$ cat src/rtl/cps_pkg.sv
/*
 * Constants for the current profile setup register bank: frame layout,
 * message selectors, field positions, reset values and timer sizes.
 * Assumes a 32-bit frame, most significant bit first.
 */
package cps_pkg;
  // ==========================================================================
  // Frame layout
  localparam int CPS_FRAME_BITS = 32;
  localparam int CPS_RW_BIT = 31;
  localparam int CPS_SEL_HI = 30;
  localparam int CPS_SEL_LO = 27;
  localparam int CPS_CH_HI = 26;
  localparam int CPS_CH_LO = 24;
  localparam logic [3:0] CPS_SEL_SETUP1 = 4'h9;
  localparam logic [3:0] CPS_SEL_SETUP2 = 4'ha;
  localparam logic [5:0] CPS_BIT_LAST = 6'h1f;
  localparam logic [5:0] CPS_BIT_FULL = 6'h20;

  // ==========================================================================
  // First setup register: thresholds 3..1 and counts 3..1
  localparam int CPS_S1_HI = 23;
  localparam int CPS_S1_LO = 0;
  localparam int CPS_S1_W = 24;
  localparam logic [23:0] CPS_S1_RESET = 24'h000000;

  // ==========================================================================
  // Second setup register: time-out and zone-3 selector
  localparam int CPS_TO_HI = 9;
  localparam int CPS_TO_LO = 4;
  localparam int CPS_TO_W = 6;
  localparam int CPS_Z3_HI = 1;
  localparam int CPS_Z3_LO = 0;
  localparam logic [5:0] CPS_TO_RESET = 6'h00;
  localparam logic [1:0] CPS_Z3_RESET = 2'h0;

  // ==========================================================================
  // Time-out timer: one unit is this many ADC sample periods plus one
  localparam logic [3:0] CPS_SAMPLES_PER_UNIT_M1 = 4'hf;

  typedef enum logic [0:0] {
    CPS_IDLE = 1'b0,
    CPS_SHIFT = 1'b1
  } cps_spi_e;
endpackage : cps_pkg

$ cat src/rtl/cps_setup_regs.sv
/*
 * Current profile setup register bank with its SPI slave and the
 * per-channel detection time-out supervision.
 * Assumes SPI mode 0 from a host master, sclk slow against clk_sys; the
 * answer to a frame is shifted out during the following frame.
 */
`timescale 1ns/1ps
// Function
// Selector 1001 in bits 30:27 addresses setup register 1 of the channel in bits 26:24.
// Selector 1010 addresses setup register 2 (time-out, zone-3 select) of that channel.
// Setup 1 holds thresholds 3,2,1 at 23:20,19:16,15:12 and counts 3,2,1 at 11:8,7:4,3:0.
// All threshold and count fields reset to zero on every channel.
// Time-out sits at 9:4, one unit is 16 ADC sample periods, and resets to zero.
// Zone-3 selector 00..11 picks the sample one to four back for the difference.
// The setup 2 answer echoes selector and channel, carries time-out at 9:4 and zone-3 selector at 1:0, all else zero.
// The setup 1 answer echoes selector, channel and all six stored fields in place.
// Bit 31 set writes, clear reads without change; bit 31 of every answer is zero.
// Each of the eight channels keeps its own copy of both setup registers.
// A channel's time-out flag rises when its time-out expires before detection ends.
// A channel's interrupted flag rises when the gate goes off before detection ends.
module cps_setup_regs
  import cps_pkg::*;
#(
  parameter int NCH = 8
) (
  // Clock and reset
  input wire logic clk_sys,
  input wire logic rstn,
  // SPI pins
  input wire logic spi_sclk,
  input wire logic spi_cs_n,
  input wire logic spi_mosi,
  output logic spi_miso,
  output logic spi_miso_oe_n,
  // Detection sequencer side
  input wire logic adc_sample_tick,
  input wire logic [NCH-1:0] detect_start,
  input wire logic [NCH-1:0] detect_done,
  input wire logic [NCH-1:0] gate_off,
  input wire logic [NCH-1:0] flag_clear,
  // Configuration and flags
  output logic [NCH*CPS_S1_W-1:0] threshold_count_cfg,
  output logic [NCH*CPS_TO_W-1:0] timeout_cfg,
  output logic [NCH*3-1:0] sample_difference_distance,
  output logic [NCH-1:0] timeout_flag,
  output logic [NCH-1:0] detect_intr_flag
);

  // ==========================================================================
  // Pin synchronisers
  logic [1:0] sclk_sync_reg;
  logic [1:0] cs_sync_reg;
  logic [1:0] mosi_sync_reg;
  logic sclk_prev_reg;

  always_ff @(posedge clk_sys or negedge rstn) begin
    if (!rstn) begin
      sclk_sync_reg <= 2'h0;
      cs_sync_reg <= 2'h3;
      mosi_sync_reg <= 2'h0;
      sclk_prev_reg <= 1'b0;
    end else begin
      sclk_sync_reg <= {sclk_sync_reg[0], spi_sclk};
      cs_sync_reg <= {cs_sync_reg[0], spi_cs_n};
      mosi_sync_reg <= {mosi_sync_reg[0], spi_mosi};
      sclk_prev_reg <= sclk_sync_reg[1];
    end
  end

  logic sclk_rise;
  logic sclk_fall;
  logic cs_active;
  assign sclk_rise = sclk_sync_reg[1] & ~sclk_prev_reg;
  assign sclk_fall = ~sclk_sync_reg[1] & sclk_prev_reg;
  assign cs_active = ~cs_sync_reg[1];

  // ==========================================================================
  // Frame shifter and register file
  cps_spi_e state_reg, state_next;
  logic [31:0] rx_reg, rx_next;
  logic [31:0] tx_reg, tx_next;
  logic [31:0] resp_reg, resp_next;
  logic [5:0] cnt_reg, cnt_next;
  logic miso_reg, miso_next;
  logic [CPS_S1_W-1:0] s1_reg [NCH];
  logic [CPS_S1_W-1:0] s1_next [NCH];
  logic [CPS_TO_W-1:0] to_reg [NCH];
  logic [CPS_TO_W-1:0] to_next [NCH];
  logic [1:0] z3_reg [NCH];
  logic [1:0] z3_next [NCH];

  logic [3:0] f_sel;
  logic [2:0] f_ch;
  logic f_wr;
  assign f_sel = rx_reg[CPS_SEL_HI:CPS_SEL_LO];
  assign f_ch = rx_reg[CPS_CH_HI:CPS_CH_LO];
  assign f_wr = rx_reg[CPS_RW_BIT];

  always_comb begin
    state_next = state_reg;
    rx_next = rx_reg;
    tx_next = tx_reg;
    resp_next = resp_reg;
    cnt_next = cnt_reg;
    miso_next = miso_reg;
    s1_next = s1_reg;
    to_next = to_reg;
    z3_next = z3_reg;
    case (state_reg)
      CPS_IDLE: begin
        if (cs_active) begin
          state_next = CPS_SHIFT;
          cnt_next = 6'h00;
          tx_next = resp_reg;
          miso_next = resp_reg[CPS_FRAME_BITS-1];
        end
      end
      CPS_SHIFT: begin
        if (!cs_active) begin
          state_next = CPS_IDLE;
          if (cnt_reg == CPS_BIT_FULL) begin
            resp_next = 32'h00000000;
            if (f_sel == CPS_SEL_SETUP1) begin
              if (f_wr) begin
                s1_next[f_ch] = rx_reg[CPS_S1_HI:CPS_S1_LO];
              end
              resp_next[CPS_SEL_HI:CPS_SEL_LO] = f_sel;
              resp_next[CPS_CH_HI:CPS_CH_LO] = f_ch;
              resp_next[CPS_S1_HI:CPS_S1_LO] = f_wr ? rx_reg[CPS_S1_HI:CPS_S1_LO]
                                                    : s1_reg[f_ch];
            end else if (f_sel == CPS_SEL_SETUP2) begin
              if (f_wr) begin
                to_next[f_ch] = rx_reg[CPS_TO_HI:CPS_TO_LO];
                z3_next[f_ch] = rx_reg[CPS_Z3_HI:CPS_Z3_LO];
              end
              resp_next[CPS_SEL_HI:CPS_SEL_LO] = f_sel;
              resp_next[CPS_CH_HI:CPS_CH_LO] = f_ch;
              resp_next[CPS_TO_HI:CPS_TO_LO] = f_wr ? rx_reg[CPS_TO_HI:CPS_TO_LO]
                                                    : to_reg[f_ch];
              resp_next[CPS_Z3_HI:CPS_Z3_LO] = f_wr ? rx_reg[CPS_Z3_HI:CPS_Z3_LO]
                                                    : z3_reg[f_ch];
            end
          end
        end else begin
          if (sclk_rise && cnt_reg != CPS_BIT_FULL) begin
            rx_next = {rx_reg[CPS_FRAME_BITS-2:0], mosi_sync_reg[1]};
            cnt_next = cnt_reg + 6'h01;
          end
          if (sclk_fall && cnt_reg != CPS_BIT_FULL && cnt_reg != 6'h00) begin
            tx_next = {tx_reg[CPS_FRAME_BITS-2:0], 1'b0};
            miso_next = tx_reg[CPS_FRAME_BITS-2];
          end
        end
      end
      default: begin
        state_next = CPS_IDLE;
      end
    endcase
  end

  always_ff @(posedge clk_sys or negedge rstn) begin
    if (!rstn) begin
      state_reg <= CPS_IDLE;
      rx_reg <= 32'h00000000;
      tx_reg <= 32'h00000000;
      resp_reg <= 32'h00000000;
      cnt_reg <= 6'h00;
      miso_reg <= 1'b0;
      for (int i = 0; i < NCH; i++) begin
        s1_reg[i] <= CPS_S1_RESET;
        to_reg[i] <= CPS_TO_RESET;
        z3_reg[i] <= CPS_Z3_RESET;
      end
    end else begin
      state_reg <= state_next;
      rx_reg <= rx_next;
      tx_reg <= tx_next;
      resp_reg <= resp_next;
      cnt_reg <= cnt_next;
      miso_reg <= miso_next;
      s1_reg <= s1_next;
      to_reg <= to_next;
      z3_reg <= z3_next;
    end
  end

  assign spi_miso = miso_reg;
  assign spi_miso_oe_n = ~(state_reg == CPS_SHIFT);

  // ==========================================================================
  // Per-channel outputs and detection time-out supervision
  genvar g;
  generate
    for (g = 0; g < NCH; g++) begin : g_ch
      logic active_reg, active_next;
      logic [3:0] smp_reg, smp_next;
      logic [CPS_TO_W-1:0] unit_reg, unit_next;
      logic to_flag_reg, to_flag_next;
      logic int_flag_reg, int_flag_next;
      logic expire;

      assign threshold_count_cfg[g*CPS_S1_W +: CPS_S1_W] = s1_reg[g];
      assign timeout_cfg[g*CPS_TO_W +: CPS_TO_W] = to_reg[g];
      // Distance back to the subtracted sample
      assign sample_difference_distance[g*3 +: 3] = {1'b0, z3_reg[g]} + 3'h1;

      // Zero time-out disables the timer
      assign expire = active_reg && adc_sample_tick && to_reg[g] != CPS_TO_RESET &&
                      smp_reg == CPS_SAMPLES_PER_UNIT_M1 &&
                      unit_reg == to_reg[g] - 6'h01;

      always_comb begin
        active_next = active_reg;
        smp_next = smp_reg;
        unit_next = unit_reg;
        to_flag_next = to_flag_reg & ~flag_clear[g];
        int_flag_next = int_flag_reg & ~flag_clear[g];
        if (detect_start[g]) begin
          active_next = 1'b1;
          smp_next = 4'h0;
          unit_next = 6'h00;
        end else if (active_reg) begin
          if (detect_done[g]) begin
            active_next = 1'b0;
          end else if (gate_off[g]) begin
            active_next = 1'b0;
            int_flag_next = 1'b1;
          end else if (expire) begin
            active_next = 1'b0;
            to_flag_next = 1'b1;
          end else if (adc_sample_tick) begin
            smp_next = smp_reg + 4'h1;
            if (smp_reg == CPS_SAMPLES_PER_UNIT_M1) begin
              unit_next = unit_reg + 6'h01;
            end
          end
        end
      end

      always_ff @(posedge clk_sys or negedge rstn) begin
        if (!rstn) begin
          active_reg <= 1'b0;
          smp_reg <= 4'h0;
          unit_reg <= 6'h00;
          to_flag_reg <= 1'b0;
          int_flag_reg <= 1'b0;
        end else begin
          active_reg <= active_next;
          smp_reg <= smp_next;
          unit_reg <= unit_next;
          to_flag_reg <= to_flag_next;
          int_flag_reg <= int_flag_next;
        end
      end

      assign timeout_flag[g] = to_flag_reg;
      assign detect_intr_flag[g] = int_flag_reg;
    end
  endgenerate

endmodule : cps_setup_regs

$ cat config.mk
export PLATFORM = sky130hd
export DESIGN_NAME = cps_setup_regs
export DESIGN_NICKNAME = d
export VERILOG_FILES = /design/src/rtl/cps_pkg.sv /design/src/rtl/cps_setup_regs.sv
export SDC_FILE = /design/constraint.sdc
export NUM_CORES = 1
export LEC_CHECK = 0
export BUFFER_PORTS_ARGS = -buffer_cell sky130_fd_sc_hd__buf_2
export CELL_PAD_IN_SITES_DETAIL_PLACEMENT = 1
export CELL_PAD_IN_SITES_GLOBAL_PLACEMENT = 2
export CORE_AREA = 2 2 243 245
export DETAILED_ROUTE_END_ITERATION = 8
export DIE_AREA = 0 0 245 247
export PLACE_DENSITY_LB_ADDON = 0.1
export RECOVER_POWER = 100
export REMOVE_ABC_BUFFERS = 1
export SYNTH_ARGS = -nofsm -noshare
export SYNTH_HDL_FRONTEND = slang
export SYNTH_SLANG_ARGS = --single-unit
$ cat constraint.sdc
create_clock -name clk_sys -period 7 [get_ports clk_sys]
set_input_delay 1.05 -clock clk_sys [delete_from_list [all_inputs] [get_ports clk_sys]]
set_output_delay 1.05 -clock clk_sys [all_outputs]
set_load 0.01 [all_outputs]
Word level (Yosys, flattened, before mapping)
Index checks and enable logic that the tools add are counted.
{"block": "word_totals", "out_inout_bits": 282, "reg_bits": 469, "wordCells": 538, "in_bits": 38}
{"block": "op_classes", "n_addsub": 33, "magnitude_cmp": 2, "mux": 258, "bitwise": 32, "n_eq_ne": 48, "reduce_logical": 91}
{"cell": "6-bit 2-to-1 mux", "count": 65}
{"cell": "192-bit bitwise mux", "count": 1}
{"cell": "4-bit 2-to-1 mux", "count": 48}
{"cell": "1-bit 2-to-1 mux", "count": 116}
{"cell": "24-bit 2-to-1 mux", "count": 4}
{"cell": "31-bit 2-to-1 mux", "count": 3}
{"cell": "24-bit binary-select mux with 3-bit select", "count": 1}
{"cell": "24-bit demux with 3-bit select", "count": 1}
{"cell": "31-bit case mux with 2 select lines", "count": 1}
{"cell": "6-bit by 1-bit adder with 6-bit output, second input constant", "count": 9}
{"cell": "6-bit AND reduction", "count": 9}
{"cell": "6-bit nonzero test", "count": 9}
{"cell": "2-bit != test, second input constant", "count": 26}
{"cell": "48-bit bitwise mux", "count": 1}
{"cell": "6-bit == test", "count": 8}
{"cell": "2-bit nonzero test", "count": 24}
{"cell": "6-bit by 1-bit subtractor with 6-bit output, second input constant", "count": 8}
{"cell": "5-bit AND reduction", "count": 9}
{"cell": "4-bit == test, second input constant", "count": 10}
{"cell": "1-bit logical AND", "count": 36}
{"cell": "4-bit by 1-bit adder with 4-bit output, second input constant", "count": 8}
{"cell": "2-bit by 1-bit adder with 3-bit output, second input constant", "count": 8}
{"cell": "1-bit bitwise AND", "count": 18}
{"cell": "6-bit binary-select mux with 3-bit select", "count": 1}
{"cell": "other kinds (17)", "count": 40}

Logic depth before layout (Yosys ltp)
{"block": "logic_depth", "ltp_word": 9, "mapped_depth": 11, "mapped_depth_nobuf": 8}

Worst setup path before layout
Ideal clock, no wire load.
{"block": "synth_timing", "path_type": "input port to flip-flop", "startpoint": "in adc_sample_tick", "endpoint": "reg g_ch[7].unit_reg[0]", "required_ns": 6.871, "arrival_ns": 2.832, "setup_ns": 0.129, "slack_ns": 4.038, "cell_stages": 8, "path_buffers": 2, "path_cell_list": "nand4_1 -> or4_1 -> a311oi_1 -> and3_1 -> clkbuf_1 -> buf_2 -> mux2i_1 -> o21ai_0"}
{"block": "synth_between", "elab_chain_cells": 6, "elab_cells_between_ends": 7, "classes_between": "1 x eq/ne; 6 x reduce/logical"}
{"element": "start, declared", "line_no": "cps_setup_regs.sv:36", "rtl": "input wire logic adc_sample_tick,"}
{"element": "1-bit logical AND (3 in a row)", "line_no": "cps_setup_regs.sv:208", "rtl": "assign expire = active_reg && adc_sample_tick && to_reg[g] != CPS_TO_RESET &&"}
{"element": "1-bit logical AND", "line_no": "cps_setup_regs.sv:209", "rtl": "smp_reg == CPS_SAMPLES_PER_UNIT_M1 &&"}
{"element": "2-bit != test (no line)"}
{"element": "6-bit AND reduction (no line) (*)"}
{"element": "end signal, assigned", "line_no": "cps_setup_regs.sv:250", "rtl": "unit_reg <= unit_next;"}
{"element": "end, declared", "line_no": "cps_setup_regs.sv:197", "rtl": "logic [CPS_TO_W-1:0] unit_reg, unit_next;"}
Mark *: on every way between the ends. The rest lies on a longest branch, timed or not.
A chain may end at the register's enable or synchronous reset.

Worst setup path in the final report
{"block": "layout_timing", "startpoint": "reg state_reg", "endpoint": "reg s1_reg, in the netlist threshold_count_cfg[93]"}
{"block": "layout_between", "elab_chain_cells": 1}
{"element": "start, declared", "line_no": "cps_setup_regs.sv:79", "rtl": "cps_spi_e state_reg, state_next;"}
{"element": "start signal, assigned", "line_no": "cps_setup_regs.sv:175", "rtl": "state_reg <= state_next;"}
{"element": "5-bit AND reduction (no line)"}
{"element": "end signal, assigned", "line_no": "cps_setup_regs.sv:181", "rtl": "s1_reg <= s1_next;"}
{"element": "end, declared", "line_no": "cps_setup_regs.sv:85", "rtl": "logic [CPS_S1_W-1:0] s1_reg [NCH];"}
No other way between the ends.

==> impl_metrics.yaml <==
status:
  status: "complete, but fails checks"
  violations: "max-capacitance violations, max-slew violations"
yosys:
  synth.top_cell.area_share_pct: 49.52
  ys_ff_latch: 469
  synthAdderAreaFrac_pct: 2.227
  synthXorXnorAreaFrac_pct: 2.116
  yosysWarnings: 0
  yosysMostFrequentCell: "dfrtp_1"
  synth-edff-count: 0
  yosys.area_share.simple_pct: 12.90
  postSynthAreaPerCell_um2: 11.14
  synthCells: 2119
  synth_top_family_by_area: "multiplexers"
  synth-main-ff-cell: "dfrtp_1"
  synth.cells.most_frequent: "dfrtp_1 (467), mux2_2 (272), nand2_1 (189)"
  synth_area_leader_cell: "dfrtp_1"
  ys_seq_area_share_pct: 49.75
  synth_area_leaders: "dfrtp_1 (50%), mux2_2 (13%), nand2_1 (3.0%)"
  ys_async_sr_fraction_pct: 100.0
  synthesis.area_mm2: 0.02360
  muxShareOfSynthArea_pct: 18.91
  synth-compound-area-share_pct: 10.00
  synthDistinctLibCells: 79
grt:
  grt_pass1_vias: 19154
  grt_use_total_pct: 25.96
  grt_overflow: 0
  grt_max_degree: 171
  grt_pass1_wl_um: 119800
  antenna_found_initial: 0
sta:
  rsz0062_at_grt: "false"
  hold_viol: 0
  tns_ns: 0
  setup_viol: 0
  relSlewSlack_pct: -51.83
  whs_ns: 0.3546
  worst_slew_pin_slew_ns: 2.260
  max_freq_ghz: 0.1986
  fin_ws_ns: 1.964
  period_minus_slack_ns: 5.036
  fin_worst_skew_ns: 0.02694
  fin_crit_sh_pct: 71.95
  slew_viol_final: 209
placement:
  detailed_place_hpwl_um: 53510
  place_congestion: 0.7930
  place_ws_ns: 3.254
  place.port_buffers: 319
  dp_cells: 3073
  dpl_cell_area_mm2: 0.02573
cts:
  post_cts_buffers: 0
  cts_made_buffers: 54
  clk_path_buf_depth: 3
  cts_hold_buf: 0
  cts-root-buf: "clkbuf_16"
  cts_resized: 0
  cts_tree: "yes"
  h-tree-depth: 2
  clock-sinks: 469
  path_clk_slew_ns: 0.06
  clk_latency_ns: 0.63
finish:
  instances_no_fill: 3171
  fin_util_pct: 46.43
  multiInputGateArea_mm2: 0.01086
  diodes: 0
  drive_gt1_share_pct: 18.39
  largest_reg_flops: 192
  syn2layout_area_growth_pct: 14.60
  fillers: 6436
  regArea_mm2: 0.01174
  fin_area_mm2: 0.02704
  nets: 2436
pwr:
  p_total_mw: 5.856
  p_leak_nw: 12.11
  max-vdd-ir-drop_mv: 0.2077
  power_density_mw_per_mm2: 216.5
drt:
  dr.pass1.iters: 5
  drtIter0Drc: 1017
  num_vias: 18099
  drtAntennaViolNets: 0
  drc_errors: 0
  routed_wirelength_um: 78280
  post_drt_wl_per_cell_um: 24.68
  vias_per_cell: 5.708
critical_path:
  cp.required_ns: 7.49
  ff2ff_setup_slack_ns: 1.96
  critPathArrivalTime_ns: 5.52
  worst_setup_path_start_kind: "register"
  worstPathCellList: "nand4_2 > buf_4 > nor3_1 > nand3_1 > mux2_1"
  critPathTopFamily: "simple AND/OR/NAND/NOR gates"
  critical_path_buf_inv_count: 1
  reg2reg_to: "threshold_count_cfg[93]"
  cp_max_fo: 51
  path_class: "reg2reg"
  r2r.worst_path.cells: 5
  cp_slowest_cell: "dfrtp_1"
  crit_path_end_kind: "register"
  cpPeakStageDelay_ns: 1.58
  r2r_start: "state_reg"
floorplanning:
  rows: 89
  start_util_pct: 40.52
  dieArea_mm2: 0.06052
  die-width_um: 245
  pin_count: 320
  core_mm2: 0.05824
  die_h_um: 247
run:
  max_cap_viol_count: 8
hold_path:
  hold_class: "reg2reg"
  min_from: "mosi_sync_reg[0]"
  min_path_cells: 0
  holdPathEnd: "mosi_sync_reg[1]"
-- routing by layer --
metal	up-vias	global-route usage, %	routed length (um)
li1	8109	-	-
met1	9521	36.03	35690
met2	384	42.75	37590
met3	85	4.189	3414
met4	0	5.829	1580
met5	-	0	0
-- worst max-delay path by stage --
stage,end,cells past startpoint,start,slack (ns)
floorplan,threshold_count_cfg[24],2,rx_reg[24],2.44
global placement,threshold_count_cfg[12],6,state_reg,3.30
detailed placement,g_ch[7].unit_reg[4],8,adc_sample_tick,3.25
CTS,threshold_count_cfg[15],6,state_reg,3.24
global route,threshold_count_cfg[93],5,state_reg,1.67
finish,threshold_count_cfg[93],5,state_reg,1.96
-- power by group --
part,leakage [nW],switching [mW],internal (mW),total (mW)
registers,6.50,0.0699,2.73,2.80
clock network,0.873,1.17,1.71,2.88
logic,4.75,0.122,0.0473,0.169
total,12.1,1.37,4.49,5.86
-- layout by cell type (no fill, tap or decap), types with 23 or more instances in the layout --
cell type / instances
ha_1: 42
xnor2_1: 36
mux4_2: 23
clkbuf_1: 316
o21ai_0: 136
clkbuf_16: 54
dfrtp_1: 465
nand2_1: 189
mux2_2: 270
a21oi_1: 65
mux2i_1: 64
nor3_1: 39
buf_2: 28
nand3_1: 47
or3_1: 32
inv_1: 67
nor2_1: 84
nor2b_1: 41
-- cell families (layout without fill, tap and decap cells) --
| kind of cell | count (synthesis) | count (layout) |
|---|---|---|
| simple gates | 584 | 584 |
| flops | 469 | 469 |
| compound gates | 361 | 361 |
| buf+inv | 231 | 510 |
| xor+xnor | 57 | 57 |
| mux | 375 | 375 |
| fa+ha+maj | 42 | 42 |
-- final cells by class --
type,instances,area share [%]
Timing Repair Buffer,344,5.274
Inverter,68,0.9438
Sequential cell,469,43.43
Clock inverter,13,0.7264
Tap cell,773,3.576
Clock buffer,85,5.908
Multi-Input combinational cell,1419,40.15
No activity file was read; power rests on OpenSTA's default activity.
